`src/common/fifo_offset_pkg.sv`:
```
// Constants for the flag offset programming and retransmit setup block.
// Assumes one core clock; all pin timing is seen through synchronisers.
package fifo_offset_pkg;

    // ****
    // Widths and depth steps
    // ****
    localparam int unsigned DATA_W      = 36;
    localparam int unsigned OFFSET_W    = 15;
    localparam logic [3:0]  BASE_USED_W = 4'ha;   // Offset bits at smallest depth
    localparam logic [2:0]  DEPTH_MAX   = 3'h5;   // Six depth steps, 0 to 5

    // Bus width selection codes
    localparam logic [1:0]  WIDTH_X36 = 2'h0;
    localparam logic [1:0]  WIDTH_X18 = 2'h1;
    localparam logic [1:0]  WIDTH_X9  = 2'h2;

    // ****
    // Timing counts, in edges of the sampled pin clocks
    // ****
    localparam logic [1:0]  FLAG_DELAY_EDGES = 2'h2;
    localparam logic [1:0]  RT_SETUP_EDGES   = 2'h2;

    // ****
    // Register offsets and reset values
    // ****
    localparam logic [7:0]  REG_CTRL    = 8'h00;
    localparam logic [7:0]  REG_STATUS  = 8'h04;
    localparam logic [7:0]  REG_OFFSETS = 8'h08;
    localparam logic [31:0] CTRL_RESET  = 32'h00000000;
    localparam logic [14:0] OFFSET_RESET = 15'h0000;

    // Sampled pin bundle layout
    localparam int unsigned PIN_WCLK = 0;
    localparam int unsigned PIN_RCLK = 1;
    localparam int unsigned PIN_LD   = 2;
    localparam int unsigned PIN_SEN  = 3;
    localparam int unsigned PIN_SI   = 4;
    localparam int unsigned PIN_WEN  = 5;
    localparam int unsigned PIN_REN  = 6;
    localparam int unsigned PIN_RT   = 7;
    localparam int unsigned PIN_MRS  = 8;
    localparam int unsigned PIN_PRS  = 9;
    localparam int unsigned PIN_SER  = 10;
    localparam int unsigned PIN_FALL_THROUGH_MODE = 11;
    localparam int unsigned PIN_INW  = 12;
    localparam int unsigned PIN_OUTW = 14;
    localparam int unsigned PIN_DEP  = 16;
    localparam int unsigned PIN_DATA = 19;
    localparam int unsigned PIN_W    = 55;

endpackage

```
`src/rtl/pin_sync.sv`:
```
// Two-stage synchroniser for a bundle of pins, with rising edge pulses.
// Assumes the pins are asynchronous to core_clk.
module pin_sync #(
    parameter int unsigned W = 8
) (
    // Clock and reset
    input  wire logic         core_clk,
    input  wire logic         sys_rst,
    // Pins and sampled view
    input  wire logic [W-1:0] pinIn,
    output logic      [W-1:0] pinSync,
    output logic      [W-1:0] pinRise
);

    // ****
    // Synchroniser stages
    // ****
    logic [W-1:0] meta_q;
    logic [W-1:0] prev_q;

    // First stage feeds only the second
    always_ff @(posedge core_clk) begin
        if (sys_rst) begin
            meta_q  <= '0;
            pinSync <= '0;
        end else begin
            meta_q  <= pinIn;
            pinSync <= meta_q;
        end
    end

    // Edge detect on the stable stage
    always_ff @(posedge core_clk) begin
        if (sys_rst) begin
            prev_q  <= '0;
            pinRise <= '0;
        end else begin
            prev_q  <= pinSync;
            pinRise <= pinSync & ~prev_q;
        end
    end

endmodule

```
`src/rtl/flag_valid_delay.sv`:
```
// Validity tracker for one programmable flag.
// Assumes edgeEn is a one-cycle pulse per sampled edge of the flag's clock.
module flag_valid_delay (
    // Clock and reset
    input  wire logic core_clk,
    input  wire logic sys_rst,
    // Control
    input  wire logic restore,
    input  wire logic invalidate,
    input  wire logic start,
    input  wire logic edgeEn,
    // Status
    output logic      valid
);

    logic [1:0] cnt_q;

    // Start arms a count of edges; valid rises on the last one
    always_ff @(posedge core_clk) begin
        if (sys_rst || restore) begin
            cnt_q <= 2'h0;
            valid <= 1'b1;
        end else if (start) begin
            cnt_q <= fifo_offset_pkg::FLAG_DELAY_EDGES;
            valid <= 1'b0;
        end else if (invalidate) begin
            cnt_q <= 2'h0;
            valid <= 1'b0;
        end else if (edgeEn && cnt_q != 2'h0) begin
            cnt_q <= cnt_q - 2'h1;
            valid <= (cnt_q == 2'h1);
        end
    end

endmodule

```
`src/rtl/fifo_flag_offset_and_retransmit.sv`:
```
// Flag offset registers, their serial and parallel loading and readback,
// and retransmit setup of the read pointer.
// Assumes all FIFO pins are asynchronous and are sampled on core_clk.
//
// Operation
// - one serial bit per write edge
// - serial load is twice used width
// - serial load covers both offsets
// - load low, shift enable high: no write
// - serial load pauses, resumes next bit
// - flags valid two edges after completion
// - offsets read only on data output; the register port also returns both at REG_OFFSETS
// - x36 writes alternate empty, full
// - x18 writes four parts then wrap
// - x9 takes six parallel write cycles
// - separate write and read offset pointers
// - master reset clears pointers, partial keeps
// - parallel load pauses, resumes in order
// - x36 reads alternate empty, full
// - x18 or x9 reads four or six
// - readback resumes where stopped
// - offset read overwrites output word
// - readback works in both timing modes
// - retransmit low rewinds read pointer
// - standard mode: empty low at setup
// - empty high marks setup complete
// - fall-through ready marks setup, word appears
//
// Our own choices: the address-and-strobe port and the placing of the registers.
module fifo_flag_offset_and_retransmit (
    // Clock and reset
    input  wire logic        core_clk,
    input  wire logic        sys_rst,
    // Write side pins
    input  wire logic        writeClkPin,
    input  wire logic        offsetLoadSelectN,
    input  wire logic        serialShiftEnableN,
    input  wire logic        serialIn,
    input  wire logic        writeEnableN,
    input  wire logic [35:0] writeDataBus,
    // Read side pins
    input  wire logic        readClkPin,
    input  wire logic        readEnableN,
    input  wire logic        retransmitN,
    // Resets and straps
    input  wire logic        masterResetN,
    input  wire logic        partialResetN,
    input  wire logic        serialProgMode,
    input  wire logic        fallThroughMode,
    input  wire logic [1:0]  inWidthSel,
    input  wire logic [1:0]  outWidthSel,
    input  wire logic [2:0]  depthSel,
    // Register port
    input  wire logic [7:0]  regAddr,
    input  wire logic [31:0] regWrData,
    input  wire logic        regWrite,
    input  wire logic        regRead,
    output logic      [31:0] regRdData,
    // Outputs
    output logic      [35:0] readDataBus,
    output logic             emptyFlagN,
    output logic             outputReadyN,
    output logic             almostFullValid,
    output logic             almostEmptyValid,
    output logic      [14:0] memReadPtr
);

    // ****
    // Pin sampling
    // ****
    logic [fifo_offset_pkg::PIN_W-1:0] pinsRaw;
    logic [fifo_offset_pkg::PIN_W-1:0] pins;
    logic [fifo_offset_pkg::PIN_W-1:0] pinsRise;

    assign pinsRaw = {writeDataBus, depthSel, outWidthSel, inWidthSel, fallThroughMode,
                      serialProgMode, partialResetN, masterResetN, retransmitN,
                      readEnableN, writeEnableN, serialIn, serialShiftEnableN,
                      offsetLoadSelectN, readClkPin, writeClkPin};

    pin_sync #(
        .W (fifo_offset_pkg::PIN_W)
    ) u_pins (
        .core_clk (core_clk),
        .sys_rst  (sys_rst),
        .pinIn    (pinsRaw),
        .pinSync  (pins),
        .pinRise  (pinsRise)
    );

    logic        wEdge;
    logic        rEdge;
    logic        ldN;
    logic        senN;
    logic        wenN;
    logic        renN;
    logic        rtN;
    logic        mrsActive;
    logic        prsActive;
    logic [35:0] dataIn;

    assign wEdge     = pinsRise[fifo_offset_pkg::PIN_WCLK];
    assign rEdge     = pinsRise[fifo_offset_pkg::PIN_RCLK];
    assign ldN       = pins[fifo_offset_pkg::PIN_LD];
    assign senN      = pins[fifo_offset_pkg::PIN_SEN];
    assign wenN      = pins[fifo_offset_pkg::PIN_WEN];
    assign renN      = pins[fifo_offset_pkg::PIN_REN];
    assign rtN       = pins[fifo_offset_pkg::PIN_RT];
    assign mrsActive = ~pins[fifo_offset_pkg::PIN_MRS];
    assign prsActive = ~pins[fifo_offset_pkg::PIN_PRS];
    assign dataIn    = pins[fifo_offset_pkg::PIN_DATA +: 36];

    // ****
    // Configuration captured during master reset
    // ****
    logic       cfgSerial_q;
    logic       cfgFwft_q;
    logic [1:0] cfgInW_q;
    logic [1:0] cfgOutW_q;
    logic [2:0] cfgDepth_q;

    // Straps follow pins during master reset
    always_ff @(posedge core_clk) begin
        if (sys_rst) begin
            cfgSerial_q <= 1'b0;
            cfgFwft_q   <= 1'b0;
            cfgInW_q    <= fifo_offset_pkg::WIDTH_X36;
            cfgOutW_q   <= fifo_offset_pkg::WIDTH_X36;
            cfgDepth_q  <= 3'h0;
        end else if (mrsActive) begin
            cfgSerial_q <= pins[fifo_offset_pkg::PIN_SER];
            cfgFwft_q   <= pins[fifo_offset_pkg::PIN_FALL_THROUGH_MODE];
            cfgInW_q    <= pins[fifo_offset_pkg::PIN_INW +: 2];
            cfgOutW_q   <= pins[fifo_offset_pkg::PIN_OUTW +: 2];
            cfgDepth_q  <= (pins[fifo_offset_pkg::PIN_DEP +: 3] > fifo_offset_pkg::DEPTH_MAX)
                           ? fifo_offset_pkg::DEPTH_MAX : pins[fifo_offset_pkg::PIN_DEP +: 3];
        end
    end

    // ****
    // Part geometry helpers
    // ****
    function automatic logic [5:0] laneWidth(input logic [1:0] w);
        unique case (w)
            fifo_offset_pkg::WIDTH_X18: laneWidth = 6'd18;
            fifo_offset_pkg::WIDTH_X9:  laneWidth = 6'd9;
            default:                    laneWidth = 6'd36;
        endcase
    endfunction

    function automatic logic [2:0] partsPer(input logic [1:0] w);
        unique case (w)
            fifo_offset_pkg::WIDTH_X18: partsPer = 3'h2;
            fifo_offset_pkg::WIDTH_X9:  partsPer = 3'h3;
            default:                    partsPer = 3'h1;
        endcase
    endfunction

    // Merge one lane into an offset
    function automatic logic [14:0] mergePart(input logic [14:0] old, input logic [35:0] d,
                                              input logic [5:0] sh, input logic [5:0] lw,
                                              input logic [3:0] uw);
        logic [35:0] m;
        logic [35:0] wide;
        m    = ({36{1'b1}} >> (6'd36 - lw)) << sh;
        wide = {21'h0, old};
        wide = (wide & ~m) | ((d << sh) & m);
        mergePart = wide[14:0] & (15'h7fff >> (4'hf - uw));
    endfunction

    logic [3:0] usedW;
    logic [4:0] serialTotal;
    logic [2:0] inParts;
    logic [2:0] outParts;

    assign usedW       = fifo_offset_pkg::BASE_USED_W + {1'b0, cfgDepth_q};
    assign serialTotal = {usedW, 1'b0};
    assign inParts     = partsPer(cfgInW_q);
    assign outParts    = partsPer(cfgOutW_q);

    // ****
    // Offset loading
    // ****
    logic [14:0] emptyOffset_q;
    logic [14:0] fullOffset_q;
    logic [4:0]  serialCnt_q;
    logic [2:0]  wrPtr_q;
    logic        serialShift;
    logic        parWrite;
    logic        serialToFull;
    logic [3:0]  serialBit;
    logic        wrToFull;
    logic [2:0]  wrPart;
    logic [5:0]  wrShift;

    assign serialShift  = wEdge & ~ldN & ~senN & cfgSerial_q;
    assign parWrite     = wEdge & ~ldN & ~wenN & ~cfgSerial_q;
    assign serialToFull = (serialCnt_q >= {1'b0, usedW});
    assign serialBit    = serialToFull ? 4'(serialCnt_q - {1'b0, usedW}) : serialCnt_q[3:0];
    assign wrToFull     = (wrPtr_q >= inParts);
    assign wrPart       = wrToFull ? 3'(wrPtr_q - inParts) : wrPtr_q;
    assign wrShift      = 6'(wrPart * laneWidth(cfgInW_q));

    // Offset contents survive partial reset
    always_ff @(posedge core_clk) begin
        if (sys_rst || mrsActive) begin
            emptyOffset_q <= fifo_offset_pkg::OFFSET_RESET;
            fullOffset_q  <= fifo_offset_pkg::OFFSET_RESET;
        end else if (serialShift) begin
            if (serialToFull) begin
                fullOffset_q[serialBit] <= pins[fifo_offset_pkg::PIN_SI];
            end else begin
                emptyOffset_q[serialBit] <= pins[fifo_offset_pkg::PIN_SI];
            end
        end else if (parWrite) begin
            if (wrToFull) begin
                fullOffset_q <= mergePart(fullOffset_q, dataIn, wrShift,
                                          laneWidth(cfgInW_q), usedW);
            end else begin
                emptyOffset_q <= mergePart(emptyOffset_q, dataIn, wrShift,
                                           laneWidth(cfgInW_q), usedW);
            end
        end
    end

    // Serial bit count wraps after whole set
    always_ff @(posedge core_clk) begin
        if (sys_rst || mrsActive) begin
            serialCnt_q <= 5'h0;
        end else if (serialShift) begin
            serialCnt_q <= (serialCnt_q == serialTotal - 5'h1) ? 5'h0
                                                              : serialCnt_q + 5'h1;
        end
    end

    // Parallel write pointer, independent of the read pointer
    always_ff @(posedge core_clk) begin
        if (sys_rst || mrsActive) begin
            wrPtr_q <= 3'h0;
        end else if (parWrite) begin
            wrPtr_q <= (wrPtr_q == {inParts[1:0], 1'b0} - 3'h1) ? 3'h0
                                                                : wrPtr_q + 3'h1;
        end
    end

    // ****
    // Flag validity
    // ****
    logic serialFirst;
    logic serialLast;
    logic aeInvalidate;
    logic afInvalidate;
    logic aeStart;
    logic afStart;

    assign serialFirst  = serialShift & (serialCnt_q == 5'h0);
    assign serialLast   = serialShift & (serialCnt_q == serialTotal - 5'h1);
    assign aeInvalidate = serialFirst | (parWrite & ~wrToFull & (wrPart == 3'h0));
    assign afInvalidate = serialFirst | (parWrite & wrToFull & (wrPart == 3'h0));
    assign aeStart      = serialLast | (parWrite & ~wrToFull & (wrPart == inParts - 3'h1));
    assign afStart      = serialLast | (parWrite & wrToFull & (wrPart == inParts - 3'h1));

    // Almost-full counts write edges after completion
    flag_valid_delay u_afValid (
        .core_clk   (core_clk),
        .sys_rst    (sys_rst),
        .restore    (mrsActive | prsActive),
        .invalidate (afInvalidate),
        .start      (afStart),
        .edgeEn     (wEdge),
        .valid      (almostFullValid)
    );

    // Almost-empty counts read edges after completion
    flag_valid_delay u_aeValid (
        .core_clk   (core_clk),
        .sys_rst    (sys_rst),
        .restore    (mrsActive | prsActive),
        .invalidate (aeInvalidate),
        .start      (aeStart),
        .edgeEn     (rEdge),
        .valid      (almostEmptyValid)
    );

    // ****
    // Offset readback
    // ****
    logic [2:0]  rdPtr_q;
    logic        offRead;
    logic        rdToFull;
    logic [2:0]  rdPart;
    logic [5:0]  rdShift;
    logic [35:0] rdMask;
    logic [35:0] rdWord;

    assign offRead  = rEdge & ~ldN & ~renN;
    assign rdToFull = (rdPtr_q >= outParts);
    assign rdPart   = rdToFull ? 3'(rdPtr_q - outParts) : rdPtr_q;
    assign rdShift  = 6'(rdPart * laneWidth(cfgOutW_q));
    assign rdMask   = {36{1'b1}} >> (6'd36 - laneWidth(cfgOutW_q));
    assign rdWord   = ({21'h0, rdToFull ? fullOffset_q : emptyOffset_q} >> rdShift) & rdMask;

    // Read pointer advances only on offset reads
    always_ff @(posedge core_clk) begin
        if (sys_rst || mrsActive) begin
            rdPtr_q <= 3'h0;
        end else if (offRead) begin
            rdPtr_q <= (rdPtr_q == {outParts[1:0], 1'b0} - 3'h1) ? 3'h0
                                                                 : rdPtr_q + 3'h1;
        end
    end

    // Output register, cleared by either reset
    always_ff @(posedge core_clk) begin
        if (sys_rst || mrsActive || prsActive) begin
            readDataBus <= 36'h000000000;
        end else if (offRead) begin
            readDataBus <= rdWord;
        end
    end

    // ****
    // Retransmit setup
    // ****
    logic [31:0] ctrl_q;
    logic [1:0]  rtCnt_q;
    logic        zeroLatency;
    logic        rtStart;
    logic        setupBusy;

    assign zeroLatency = ctrl_q[0];
    assign setupBusy   = (rtCnt_q != 2'h0);
    assign rtStart     = rEdge & ~rtN & ~setupBusy;

    // Setup length; zero latency ends at once
    always_ff @(posedge core_clk) begin
        if (sys_rst || mrsActive || prsActive) begin
            rtCnt_q <= 2'h0;
        end else if (rtStart) begin
            rtCnt_q <= zeroLatency ? 2'h0 : fifo_offset_pkg::RT_SETUP_EDGES;
        end else if (rEdge && setupBusy) begin
            rtCnt_q <= rtCnt_q - 2'h1;
        end
    end

    // Memory read pointer rewound by retransmit
    always_ff @(posedge core_clk) begin
        if (sys_rst || mrsActive || prsActive) begin
            memReadPtr <= 15'h0000;
        end else if (rtStart) begin
            memReadPtr <= zeroLatency ? 15'h0001 : 15'h0000;
        end else if (rEdge && rtCnt_q == 2'h1 && cfgFwft_q) begin
            memReadPtr <= 15'h0001;
        end else if (rEdge && ldN && !renN && !setupBusy) begin
            memReadPtr <= memReadPtr + 15'h0001;
        end
    end

    // Status pins mark the start and end of setup
    always_ff @(posedge core_clk) begin
        if (sys_rst || mrsActive || prsActive) begin
            emptyFlagN   <= 1'b0;
            outputReadyN <= 1'b1;
        end else if (rtStart && !zeroLatency) begin
            emptyFlagN   <= cfgFwft_q;
            outputReadyN <= 1'b1;
        end else if ((rtStart && zeroLatency) || (rEdge && rtCnt_q == 2'h1)) begin
            emptyFlagN   <= 1'b1;
            outputReadyN <= ~cfgFwft_q;
        end
    end

    // ****
    // Register port
    // ****
    // Control register: bit 0 selects zero latency retransmit
    always_ff @(posedge core_clk) begin
        if (sys_rst) begin
            ctrl_q <= fifo_offset_pkg::CTRL_RESET;
        end else if (regWrite && regAddr == fifo_offset_pkg::REG_CTRL) begin
            ctrl_q <= {31'h0, regWrData[0]};
        end
    end

    // Read data stands only in the cycle after the strobe
    always_ff @(posedge core_clk) begin
        if (sys_rst || !regRead) begin
            regRdData <= 32'h00000000;
        end else begin
            unique case (regAddr)
                fifo_offset_pkg::REG_CTRL:    regRdData <= ctrl_q;
                fifo_offset_pkg::REG_STATUS:  regRdData <= {13'h0, cfgFwft_q, cfgSerial_q,
                                                            cfgDepth_q, almostEmptyValid,
                                                            almostFullValid, setupBusy,
                                                            serialCnt_q, rdPtr_q, wrPtr_q};
                fifo_offset_pkg::REG_OFFSETS: regRdData <= {1'b0, fullOffset_q,
                                                            1'b0, emptyOffset_q};
                default:                      regRdData <= 32'h00000000;
            endcase
        end
    end

endmodule

```
`config.mk`:
```
export PLATFORM = sky130hd
export DESIGN_NAME = fifo_flag_offset_and_retransmit
export DESIGN_NICKNAME = d
export VERILOG_FILES = /design/src/common/fifo_offset_pkg.sv /design/src/rtl/pin_sync.sv /design/src/rtl/flag_valid_delay.sv /design/src/rtl/fifo_flag_offset_and_retransmit.sv
export SDC_FILE = /design/constraint.sdc
export NUM_CORES = 1
export LEC_CHECK = 0
export ABC_AREA = 1
export BUFFER_PORTS_ARGS = -buffer_cell sky130_fd_sc_hd__buf_2
export CAP_MARGIN = 20
export CORE_ASPECT_RATIO = 0.6
export CORE_UTILIZATION = 29
export CTS_CLUSTER_SIZE = 28
export DETAILED_ROUTE_END_ITERATION = 10
export PLACE_DENSITY_LB_ADDON = 0.2
export SETUP_SLACK_MARGIN = 0.05
export SYNTH_ARGS = -nofsm -noshare
export SYNTH_HDL_FRONTEND = slang
export SYNTH_SLANG_ARGS = --single-unit
```
`constraint.sdc`:
```
create_clock -name core_clk -period 6.4 [get_ports core_clk]
set_input_delay 0.32 -clock core_clk [delete_from_list [all_inputs] [get_ports core_clk]]
set_output_delay 0.32 -clock core_clk [all_outputs]
set_load 0.05 [all_outputs]
```
* After elaboration in Yosys (flattened, before gate mapping)
Cells that the tools add are included.
Cells by class: eq/ne operators 16, reduce and logical (&&, ||, !) cells 39, mux-type cells 54, $lt $le $gt $ge 6, shift-type cells 8, divide/modulo/power cells 0, $mul 2, $add $sub $neg 19, bitwise gates (word level) 46
Operators by type and width (number):
- $mux 15 | 12
- $shl 36x6->15 | 3
- $shr 36x6->36 const A | 3
- $pmux 31 s3 | 1
- $and 15x15->15 | 6
- $mux 6 | 8
- $and 36x36->36 | 1
- $shr 15x6->36 | 1
- $bwmux 15 | 2
- $not 15->15 | 2
- $or 15x15->15 | 2
- $pmux 6 s2 | 2
- $mux 2 | 9
- $sub 6x6->6 const A | 3
- $and 1x1->1 | 17
- $add 15x1->15 const B | 1
- $mux 3 | 5
- $shr 15x4->15 const A | 1
- $reduce_bool 2->1 | 7
- $logic_and 1x1->1 | 12
- $mul 3x6->6 | 2
- $not 1->1 | 11
- $eq 2x1->1 const B | 5
- $mux 1 | 10
- other kinds (37) | 64
Word-level totals: RAM bits 0, memories 0, output and inout bits 87, word-level logic and storage cells 217, latch bits 0, bits in read-only memories 0, register bits after elaboration 258

* Depth between registers and ports, before layout
Gate-level depths: netlist of run 1.
depth in word-level cells 17, depth in mapped cells 31, depth with buffers taken out 31

* By module
From an unflattened synthesis of run 1, not the netlist that was laid out.
Unflattened totals: cell total of the unflattened synthesis 2044, area, all modules 14970.6 µm²
Modules (own cells, without submodules):
- fifo_flag_offset_and_retransmit | times used 1, area an instance 8540.7 µm², cells an instance 1363, seq. area each 2322.2 µm²
- pin_sync | times used 1, area an instance 6034.5 µm², cells an instance 623, seq. area each 4404.2 µm²
- flag_valid_delay | times used 2, area an instance 197.7 µm², cells an instance 29, seq. area each 60.1 µm²

* Least setup slack after synthesis of run 1
Ideal clock, no wire load.
path kind reg2reg, start reg cfgInW_q[0], end reg fullOffset_q[10], arrival 4210 ps, slack 2121 ps, cell stages (with the launch flop) 25, path buffers 1, cell sequence dfxtp_1 inv_1 ha_1 inv_2 nand2_1 and2_1 ha_1 a21oi_1 xor2_1 nand2_1 inv_1 nand2_1 fa_1 inv_1 ha_1 fa_1 clkbuf_1 inv_1 nor2_1 inv_1 o21ai_0 inv_1 nand2_1 nand3_1 a21oi_1
Between the ends: cells in the longest elaborated chain, start to end 16
Ends and longest elaborated chain:
- start, declared | line fifo_flag_offset_and_retransmit.sv:117 | logic [1:0] cfgInW_q;
- start signal, assigned | line fifo_flag_offset_and_retransmit.sv:126 | cfgInW_q <= fifo_offset_pkg::WIDTH_X36;
- start signal, assigned | line fifo_flag_offset_and_retransmit.sv:132 | cfgInW_q <= pins[fifo_offset_pkg::PIN_INW +: 2];
- branches (longest 16 deep; another with $mul 3x6->6)
- end signal, assigned | line fifo_flag_offset_and_retransmit.sv:207 | fullOffset_q <= fifo_offset_pkg::OFFSET_RESET;
- end signal, assigned by index | line fifo_flag_offset_and_retransmit.sv:210 | fullOffset_q[serialBit] <= pins[fifo_offset_pkg::PIN_SI];
- end signal, assigned | line fifo_flag_offset_and_retransmit.sv:216 | fullOffset_q <= mergePart(fullOffset_q, dataIn, wrShift,
- end, declared | line fifo_flag_offset_and_retransmit.sv:184 | logic [14:0] fullOffset_q;
Several ways; the timed one is not identified. The select of a mux whose other input is x is not followed. A chain may end at the register's enable or synchronous reset.

* Final worst setup path of run 1
start reg cfgInW_q[1], end reg emptyOffset_q[0]
Between the ends: cells in the longest elaborated chain, start to end 16
Ends and longest elaborated chain:
- branches (longest 16 deep; another with $mul 3x6->6)
- end signal, assigned | line fifo_flag_offset_and_retransmit.sv:206 | emptyOffset_q <= fifo_offset_pkg::OFFSET_RESET;
- end signal, assigned by index | line fifo_flag_offset_and_retransmit.sv:212 | emptyOffset_q[serialBit] <= pins[fifo_offset_pkg::PIN_SI];
- end signal, assigned | line fifo_flag_offset_and_retransmit.sv:219 | emptyOffset_q <= mergePart(emptyOffset_q, dataIn, wrShift,
- end, declared | line fifo_flag_offset_and_retransmit.sv:183 | logic [14:0] emptyOffset_q;
Several ways; the timed one is not identified. The select of a mux whose other input is x is not followed.

==> results of run 1 <==
==> registers in the layout (all words and copies together), names as in the netlist, 2 cells and up <==
| name | cells |
|---|---|
| u_pins.meta_q | 34 |
| u_pins.pinSync | 34 |
| regRdData | 31 |
| emptyOffset_q | 15 |
| fullOffset_q | 15 |
| memReadPtr | 15 |
| readDataBus | 15 |
| serialCnt_q | 5 |
| cfgDepth_q | 3 |
| rdPtr_q | 3 |
| wrPtr_q | 3 |
| cfgInW_q | 2 |
| cfgOutW_q | 2 |
| rtCnt_q | 2 |
| u_aeValid.cnt_q | 2 |
| u_afValid.cnt_q | 2 |
| u_pins.pinRise | 2 |
| u_pins.prev_q | 2 |
==> tightest hold or removal path, cell delays in order <==
cell and delay (ns):
buf_2 0.07, inv_1 0.03, nor2_1 0.06
==> per-layer routing <==
layer,track usage [%],wire length [µm]
met3,3.929,2439
met5,0,0
met4,4.704,477
met1,27.58,17570
met2,22.72,12170
==> metrics by stage <==
step,std cells,utilization [%]
3_3_place_gp,2243,32.21
4_1_cts,2275,33.96
3_5_place_dp,2243,32.21
6_report,2275,33.96
2_1_floorplan,1699,-
5_1_grt,2275,33.96
==> layout make-up <==
class	count	area [µm²]
Clock buffer	17	425.4
Fill cell	4132	24270
Tap cell	504	630.6
Inverter	253	952.2
Sequential cell	194	3884
Multi-Input combinational cell	1177	5786
Clock inverter	15	217.7
Timing Repair Buffer	115	585.6
==> cells in the final DEF (no fill, tap or decap), drive strengths merged <==
cell,n
nand2,464
inv,256
nor2,229
dfxtp,194
nand3,125
buf,115
a21oi,106
o21ai,72
ha,43
nor3,31
conb,22
clkbuf,17
xor2,11
fa,10
nand4,9
o211ai,9
clkinv,9
a211oi,7
xnor2,4
a31oi,4
o2111ai,4
a2111oi,4
o21a,3
a21boi,3
or2,3
a221oi,2
o31ai,2
bufinv,2
and2,1
nand3b,1
a311oi,1
o21bai,1
o221ai,1
nor4,1
o22ai,1
nor2b,1
and3,1
nor3b,1
clkinvlp,1
==> path summary, 6_finish.rpt <==
| kind | slack, ns | cells past startpoint | start | to |
|---|---|---|---|---|
| max | 1.21 | 26 | cfgInW_q[1] | emptyOffset_q[0] |
| min | 0.05 | 3 | masterResetN | u_pins.meta_q[8] |
| min reg2reg | 0.39 | 2 | u_pins.meta_q[27] | u_pins.pinSync[27] |
| max reg2reg | 1.21 | 26 | cfgInW_q[1] | emptyOffset_q[0] |
==> cell families after synthesis <==
family	after synthesis	synth area share, %
buffers and inverters	328	12.39
and+or+nand+nor	867	32.70
DFF	194	35.51
adders and majority gates	53	6.749
xor gates and xnor gates	15	1.201
other	1	0.03428
AOI/OAI and AO/OA	220	11.42
==> power breakdown <==
part           switching, W  internal (W)  total [W]
Combinational      0.000314      0.000125   0.000439
Sequential        0.0000108       0.00123    0.00124
Clock              0.000576      0.000604    0.00118
==> run_results.csv, run 1 <==
group,metric,value,unit
sta,finalCritPeriodShare,81.07,%
cts,cts_tree,"built",
die,std_cell_rows,54,
synth,syn_area_per_cell,6.518,µm²
routing,postRouteAntennaNets,0,
synth,netlist_top_cells_area,"dfxtp_1 (36%), nand2_1 (16%), inv_1 (8.4%)",
run_status,status,"finished, final reports clean",
cells_and_area,stdcell_area,12480,µm²
setup_path,cp_slowest_stage_delay,0.46,ns
power_and_ir_drop,ir_drop,0.1992,mV
cts,h-tree-depth,4,
die,placeableCoreArea,36760,µm²
grt,grt_max_degree,77,
sta,fmax,192.7,MHz
power_and_ir_drop,power,0.002859,W
setup_path,crit_path_end_kind,"flip-flop",
setup_path,cp_common_cell,"nor2_1",
sta,rsz0062_at_grt,"no",
routing,via_per_inst,4.599,
setup_path,slowest_stage,"fa_1",
power_and_ir_drop,pwr_density_cell,229.1,nW/µm²
setup_path,required,6.81,ns
grt,grt_first_pass_wirelength,52.38,mm
die,start_util,29.76,%
grt,grt_usage,17.42,%
cts,ctsHoldBuffers,0,
die,die_x,252.7,µm
synth,synth_cells,1678,
sta,finalHoldViolations,0,
sta,worst_pin_slew,1.077,ns
grt,grt-ovfl-total,0,
setup_path,crit_arrival,5.60,ns
routing,vias,10463,
synth,synth_cell_types,53,
setup_path,path_class,"flip-flop to flip-flop",
cells_and_area,antenna_cells,0,
synth,synth-warning-count,0,
cells_and_area,nets,1910,
sta,fin_setup_tns,0,ns
setup_path,critPathBufInv,5,
routing,drt_iter0_drc,973,
place,io_buffers,111,
synth,synth-seq-cells,194,
min_path,hp-class,"input pin to flip-flop",
cts,numCtsBuffers,17,
sta,finalMaxSlewViolations,0,
synth,synth.most_common_cell,"nand2_1",
grt,antenna_found_initial,0,
synth,synth-seq-area-share,35.51,%
routing,drc,0,
cts,clk_pin_slew_worst_paths,0.08,ns
place,placed_cell_area,11840,µm²
sta,skew,0.01457,ns
sta,setup_viol,0,
synth,synth-main-ff-cell,"dfxtp_1",
routing,wl_per_cell,14.36,µm
routing,drt-pass1-iter-count,4,
cells_and_area,drive_above_1_share,10.22,%
sta,worst_slack,1.212,ns
synth,synth_top_area_cell,"dfxtp_1",
cells_and_area,syn_to_final_growth,14.10,%
grt,first_global_vias,9587,
die,dieArea,38520,µm²
cts,clk_latency,0.47,ns
setup_path,crit_path_start_kind,"flip-flop",
sta,whs,0.04597,ns
place,preCtsSetupSlack,1.275,ns
synth,synth_edf_count,0,
cts,cts_num_sinks,194,
synth,yosysTopAreaCellShare,35.51,%
synth,synthTopCellsByCount,"nand2_1 (458), inv_1 (245), nor2_1 (222)",
die,ioPinCount,186,
setup_path,worstPathMaxFanout,22,
flow_run,maxCapViolations,0,
power_and_ir_drop,power_leakage,5.813,nW
setup_path,path_delay_family,"simple AND/OR/NAND/NOR gates",
place,place_congestion,0.9236,
cts,clock_path_buffers,2,
cts,post_cts_buffers,0,
sta,min_period,5.189,ns
cts,ctsRootBufferMaster,"clkbuf_16",
sta,slew_headroom,28.19,%
synth,netlist_area,10940,µm²
die,fp.dieH,152.4,µm
place,hpwl,25.28,mm
routing,wl,32.66,mm
cts,postCtsResizedCells,0,
synth,async_flop_share,0,%
Power figures use the tool's default switching activity.
==> run 2, diff against run 1 <==
--- a/config.mk
+++ b/config.mk
@@ -5,7 +5,7 @@
 export SDC_FILE = /design/constraint.sdc
 export NUM_CORES = 1
 export LEC_CHECK = 0
-export ABC_AREA = 1
+export ABC_AREA = 0
 export BUFFER_PORTS_ARGS = -buffer_cell sky130_fd_sc_hd__buf_2
 export CAP_MARGIN = 20
 export CORE_ASPECT_RATIO = 0.6
==> constraint.sdc (replaced) <==
create_clock -name core_clk -period 5.1 [get_ports core_clk]
set_input_delay 0.255 -clock core_clk [delete_from_list [all_inputs] [get_ports core_clk]]
set_output_delay 0.255 -clock core_clk [all_outputs]
set_load 0.05 [all_outputs]
==> run 2 against run 1 <==
Combinational power shrank 22%; register-to-register slack got worse by 0.83 ns; global-route usage rose by 0.68 points; area after synthesis shrank 0.64%; clock power is 28% higher; non-clock buffer count grew 75; wire length grew 4.4%; first-iteration DRC count decreased by 15%; critical path depth decreased by 7; via count is 9.5% lower; critical path type unchanged; highest routed layer is now met5.
==> run_results.csv, run 2 <==
group,metric,value,unit
run_status,status,"finished, final reports clean",
cells_and_area,syn_to_final_growth,20.42,%
synth,synth-seq-cells,194,
routing,wl,34.09,mm
sta,finalMaxSlewViolations,0,
cts,clk_latency,0.46,ns
cells_and_area,reg.largest.list,"u_pins.meta_q: 34 flops, u_pins.pinSync: 34 flops, regRdData: 31 flops",
synth,synth-main-ff-cell,"dfxtp_1",
cells_and_area,antenna_cells,0,
setup_path,required,5.49,ns
power_and_ir_drop,pwr_density_cell,261.2,nW/µm²
cts,h-tree-depth,4,
synth,yosysTopAreaCellShare,35.74,%
die,die_x,251.9,µm
setup_path,crit_path_end_kind,"flip-flop",
sta,skew,0.01429,ns
synth,synth.most_common_cell,"dfxtp_1",
min_path,hp-class,"input pin to flip-flop",
cells_and_area,nets,1515,
place,dp.cells,1819,
place,hpwl,26.24,mm
setup_path,crit_path_start_kind,"flip-flop",
synth,synth_cells,1220,
routing,drt_iter0_drc,830,
cts,clock_path_buffers,2,
die,placeableCoreArea,36620,µm²
cells_and_area,fill_cells,3804,
cts,ctsRootBufferMaster,"clkbuf_16",
synth,synth_cell_types,92,
setup_path,r2r_slack,0.39,ns
cts,cts_num_sinks,194,
die,fp.dieH,152.0,µm
cells_and_area,layout.cells.most_common,"dfxtp_1",
die,std_cell_rows,54,
die,start_util,29.68,%
min_path,hold_path_depth,2,
synth,syn_area_per_cell,8.908,µm²
sta,rsz0062_at_grt,"no",
routing,drc,0,
power_and_ir_drop,power_leakage,5.363,nW
grt,grt_first_pass_wirelength,53.29,mm
sta,finalHoldViolations,0,
routing,via_per_inst,5.036,
flow_run,maxCapViolations,0,
grt,grt-ovfl-total,0,
cells_and_area,mostFrequentLayoutCells,"dfxtp_1 (193), nor2_1 (116), buf_2 (111)",
routing,drt-pass1-iter-count,5,
grt,first_global_vias,8936,
synth,netlist_area,10870,µm²
grt,grt_max_degree,78,
synth,synth-warning-count,0,
sta,setup_viol,0,
synth,netlist_top_cells_area,"dfxtp_1 (36%), mux2i_1 (5.3%), ha_1 (5.0%)",
synth,synth-seq-area-share,35.74,%
synth,async_flop_share,0,%
synth,synth_edf_count,0,
die,dieArea,38280,µm²
place,placed_cell_area,12060,µm²
sta,finalCritPeriodShare,92.43,%
sta,fin_setup_tns,0,ns
cells_and_area,finalNonFillerCells,1880,
setup_path,crit_arrival,5.11,ns
grt,grt_usage,18.09,%
routing,vias,9468,
sta,min_period,4.714,ns
place,place_congestion,0.9285,
cells_and_area,drive_above_1_share,19.40,%
synth,synth_top_area_cell,"dfxtp_1",
sta,worst_pin_slew,1.042,ns
cts,clk_pin_slew_worst_paths,0.08,ns
sta,whs,0.01769,ns
power_and_ir_drop,ir_drop,0.2482,mV
place,io_buffers,111,
sta,fmax,212.1,MHz
routing,wl_per_cell,18.13,µm
sta,slew_headroom,29.64,%
setup_path,r2r_cells,19,
cts,cts_tree,"built",
synth,synthTopCellsByCount,"dfxtp_1 (194), nor2_1 (117), nand2_1 (88)",
cts,numCtsBuffers,17,
setup_path,worstPathMaxFanout,14,
routing,postRouteAntennaNets,0,
grt,antenna_found_initial,2,
cells_and_area,final_core_util,35.74,%
cells_and_area,stdcell_area,13090,µm²
die,ioPinCount,186,
setup_path,path_class,"flip-flop to flip-flop",
## run 2: cell count changes after synthesis, sizes merged, moves of 16 or more
cell,before,now
a21oi,106,68
a22oi,0,31
a31oi,4,20
and2,1,23
inv,250,49
mux2i,0,59
mux4,0,16
nand2,464,90
nand3,125,18
nor2,229,117
nor2b,1,78
o21ai,72,48
## run 2: final timing paths
path               startpoint                end
min reg2reg  u_pins.prev_q[1]  u_pins.pinRise[1]
max reg2reg       cfgInW_q[0]   emptyOffset_q[9]
max               cfgInW_q[0]   emptyOffset_q[9]
min            outWidthSel[1]  u_pins.meta_q[15]
## run 2: cells by family (layout without fill, tap and decap cells)
kind of cell | Yosys count | count (layout) | share of synthesized area (%)
and+or+nand+nor | 421 | 421 | 19.54
AOI/OAI and AO/OA | 291 | 291 | 19.09
DFF | 194 | 194 | 35.74
buffers and inverters | 139 | 274 | 6.079
muxes | 85 | 85 | 9.820
adders and majority gates | 54 | 54 | 6.885
xor gates and xnor gates | 35 | 35 | 2.821
other | 1 | 22 | 0.03451
## run 2: critical path, cell delays in order, from the launching register on
cell and delay, ns:
dfxtp_1 0.39, inv_1 0.08, ha_1 0.32, buf_4 0.20, o31ai_4 0.27, nand2_1 0.17
nand2_2 0.11, nand2_1 0.08, fa_1 0.58, inv_1 0.05, ha_1 0.23, fa_2 0.56
nor2_2 0.13, nand2_1 0.10, o311ai_2 0.35, a41oi_2 0.10, a2111oi_4 0.42, buf_4 0.18
o221ai_1 0.16, o21ai_1 0.16
## run 2: cell type report
cell class	instances	area, µm²	area share [%]
Tap cell	504	630.6	4.818
Clock inverter	15	235.2	1.797
Clock buffer	17	425.4	3.250
Multi-Input combinational cell	908	6497	49.65
Sequential cell	194	3885	29.68
Timing Repair Buffer	190	1219	9.312
Inverter	52	195.2	1.491
## run 2: routing by layer
layer	vias up	wire length (µm)	track usage, %
li1	4622	-	-
met1	4532	18170	28.87
met2	283	13020	23.19
met3	29	2543	4.711
met4	2	346	4.271
met5	-	9	0
## run 2: timing repair
action	in CTS	in global routing
endpoints found under the hold margin	28	0
hold buffers	28	0
endpoints found under the setup margin	0	28
gates resized for setup	0	18
buffers inserted	0	1
## run 2: power breakdown
| group | total [W] | switching, W | internal (W) |
|---|---|---|---|
| Combinational | 0.000341 | 0.000203 | 0.000138 |
| Clock | 0.00151 | 0.000705 | 0.000809 |
| Sequential | 0.00156 | 0.0000217 | 0.00154 |
## run 2: per-stage QoR
stage	power [W]	worst slack (ns)
after CTS	0.003451	0.1595
after global routing	0.003559	0.04972
after global placement	0.001912	0.1751
after detailed placement	0.001914	0.1842
after floorplan	0.001823	0.2544
final	0.003418	0.3859
==> run 3, diff against run 2 <==
--- a/config.mk
+++ b/config.mk
@@ -9,7 +9,7 @@
 export BUFFER_PORTS_ARGS = -buffer_cell sky130_fd_sc_hd__buf_2
 export CAP_MARGIN = 20
 export CORE_ASPECT_RATIO = 0.6
-export CORE_UTILIZATION = 29
+export CORE_UTILIZATION = 45
 export CTS_CLUSTER_SIZE = 28
 export DETAILED_ROUTE_END_ITERATION = 10
 export PLACE_DENSITY_LB_ADDON = 0.2
==> run 3 against run 2 <==
Non-clock buffer count is 20 lower; critical path depth increased by 5; hold slack lost 0.0080 ns; clock power decreased by 3%; clock-buffer cell count increased by 1; total power shrank 1.6%; first-iteration DRC count rose by 11%; largest cell class unchanged; largest power group unchanged; highest routed layer is now met4.
==> run_results.csv, run 3 (synthesis gave the netlist of run 2 again) <==
group,metric,value,unit
run_status,status,"finished, final reports clean",
routing,drc,0,
place,hpwl,23.15,mm
power_and_ir_drop,power_leakage,5.273,nW
grt,grt_max_degree,83,
power_and_ir_drop,pwr_density_cell,265.3,nW/µm²
routing,vias,9513,
routing,postRouteAntennaNets,0,
die,placeableCoreArea,23400,µm²
cts,h-tree-depth,4,
die,start_util,46.44,%
power_and_ir_drop,ir_drop,0.2681,mV
cells_and_area,finalNonFillerCells,1671,
cts,clk_pin_slew_worst_paths,0.08,ns
cts,clock_path_buffers,2,
cells_and_area,final_core_util,54.14,%
sta,rsz0062_at_grt,"yes",
grt,met3_usage,7.329,%
cells_and_area,syn_to_final_growth,16.59,%
sta,fmax,210.9,MHz
grt,antenna_found_initial,0,
routing,wl,30.68,mm
power_and_ir_drop,power_frac_seq,46.5,%
die,ioPinCount,186,
cells_and_area,fill_cells,2179,
power_and_ir_drop,p_int,0.002473,W
place,place_congestion,0.9632,
power_and_ir_drop,pwr-share-clk,43.7,%
setup_path,crit_path_start_kind,"flip-flop",
min_path,hp-class,"input pin to flip-flop",
setup_path,required,5.47,ns
grt,busiest_layer,"met1",
sta,fin_setup_tns,0,ns
grt,grt_usage,25.08,%
power_and_ir_drop,p_switching,0.0008888,W
grt,use_met2,33.30,%
sta,worst_pin_slew,0.9646,ns
sta,skew,0.01454,ns
sta,finalMaxSlewViolations,0,
setup_path,crit_arrival,5.12,ns
cells_and_area,nets,1495,
cells_and_area,layout.cells.most_common,"dfxtp_1",
cts,clk_latency,0.45,ns
cells_and_area,antenna_cells,0,
cts,numCtsBuffers,17,
cells_and_area,reg.largest.list,"u_pins.meta_q: 34 flops, u_pins.pinSync: 34 flops, regRdData: 31 flops",
sta,slew_headroom,34.85,%
grt,use_met1,38.62,%
min_path,hold_path_startpoint,"writeDataBus[0]",
cells_and_area,drive_above_1_share,19.03,%
sta,finalCritPeriodShare,92.99,%
cts,cts_num_sinks,194,
flow_run,maxCapViolations,0,
grt,first_global_vias,8534,
sta,finalHoldViolations,0,
die,std_cell_rows,43,
power_and_ir_drop,swShare,26.44,%
cts,ctsRootBufferMaster,"clkbuf_16",
routing,drt_iter0_drc,923,
grt,grt-ovfl-total,0,
die,die_x,202.6,µm
sta,min_period,4.742,ns
routing,wl_per_cell,18.36,µm
die,dieArea,24800,µm²
setup_path,crit_path_end_kind,"flip-flop",
place,dp.cells,1623,
setup_path,r2r-start,"cfgInW_q[1]",
grt,grt_first_pass_wirelength,47.93,mm
setup_path,worstPathMaxFanout,6,
routing,drt-pass1-iter-count,5,
cells_and_area,mostFrequentLayoutCells,"dfxtp_1 (193), nor2_1 (115), buf_2 (111)",
setup_path,crit_start,"cfgInW_q[1]",
power_and_ir_drop,p_comb_share,9.8,%
place,io_buffers,111,
routing,via_per_inst,5.693,
cts,post_cts_buffers,0,
setup_path,path_class,"flip-flop to flip-flop",
sta,setup_viol,0,
die,fp.dieH,122.4,µm
cts,cts_tree,"built",
## run 3: cell count changes in the layout (fill, tap and decap cells not counted), moves of 2 or more
cell and change:
buf_4 -8, dlygate4sd3_1 -14, nor3_2 -3, nor3_1 +3, nand2b_1 +2, nand2b_2 -2, buf_6 +2
## run 3: what timing repair did
| item | 4_1_cts | 5_1_grt |
|---|---|---|
| hold buffers | 14 | 0 |
| setup endpoints to repair | 0 | 26 |
| gates resized for setup | 0 | 17 |
| endpoints found under the hold margin | 14 | 0 |
## run 3: path summary, 6_finish.rpt
check / end / slack, ns / cells after the start
hold / removal: u_pins.meta_q[19] / 0.01 / 2
setup / recovery: emptyOffset_q[9] / 0.36 / 24
setup reg to reg: emptyOffset_q[9] / 0.36 / 24
hold reg to reg: u_pins.pinRise[0] / 0.39 / 1
## run 3: power by group through the flow
stage | clock network, W | logic, W | registers [W]
2_1_floorplan | 0 | 0.000236 | 0.00159
3_3_place_gp | 0 | 0.000304 | 0.00160
3_5_place_dp | 0 | 0.000307 | 0.00160
4_1_cts | 0.00150 | 0.000316 | 0.00156
5_1_grt | 0.00157 | 0.000356 | 0.00157
6_report | 0.00147 | 0.000330 | 0.00156
## run 3: critical path, stage by stage (launching register included)
cell and delay [ns]:
dfxtp_2 0.35, inv_1 0.06, ha_1 0.19, inv_1 0.10
ha_1 0.20, inv_1 0.06, ha_1 0.23, nor3_1 0.14
a22oi_1 0.09, o21ai_1 0.21, buf_4 0.16, nand2_1 0.08
fa_1 0.50, inv_1 0.07, ha_1 0.29, a21o_1 0.17
a21o_1 0.22, xor2_1 0.17, buf_4 0.19, inv_1 0.20
a41oi_2 0.20, a2111oi_4 0.42, buf_4 0.19, o31ai_1 0.06
o21ai_1 0.10
## run 3: final cells by class
class | instances | area, µm² | share of cell area, %
multi-input combinational | 908 | 6506 | 51.35
sequential | 194 | 3885 | 30.66
timing repair buffer | 170 | 1041 | 8.216
clock buffer | 18 | 429.2 | 3.387
tap | 315 | 394.1 | 3.110
clock inverter | 14 | 220.2 | 1.738
inverter | 52 | 195.2 | 1.540
## run 3: metrics by stage
| stage | setup slack, ns | total power, W | cell area, µm² | hold WS (ns) |
|---|---|---|---|---|
| 6_report | 0.3576 | 0.003362 | 12670 | 0.009724 |
| 5_1_grt | 0.0007288 | 0.003491 | 12670 | 0.01126 |
| 4_1_cts | 0.1013 | 0.003381 | 12560 | 0.00009623 |
| 3_5_place_dp | 0.1235 | 0.001905 | 11770 | 0.3786 |
| 3_3_place_gp | 0.2287 | 0.001901 | 11770 | 0.3716 |
| 2_1_floorplan | 0.2544 | 0.001823 | 10950 | 0.3674 |
## run 3: per-layer routing
layer / routed length [µm] / vias to the layer above
met2: 11840 / 376
met3: 3031 / 35
met1: 15380 / 4517
li1: - / 4585
met5: 0 / -
met4: 428 / 0
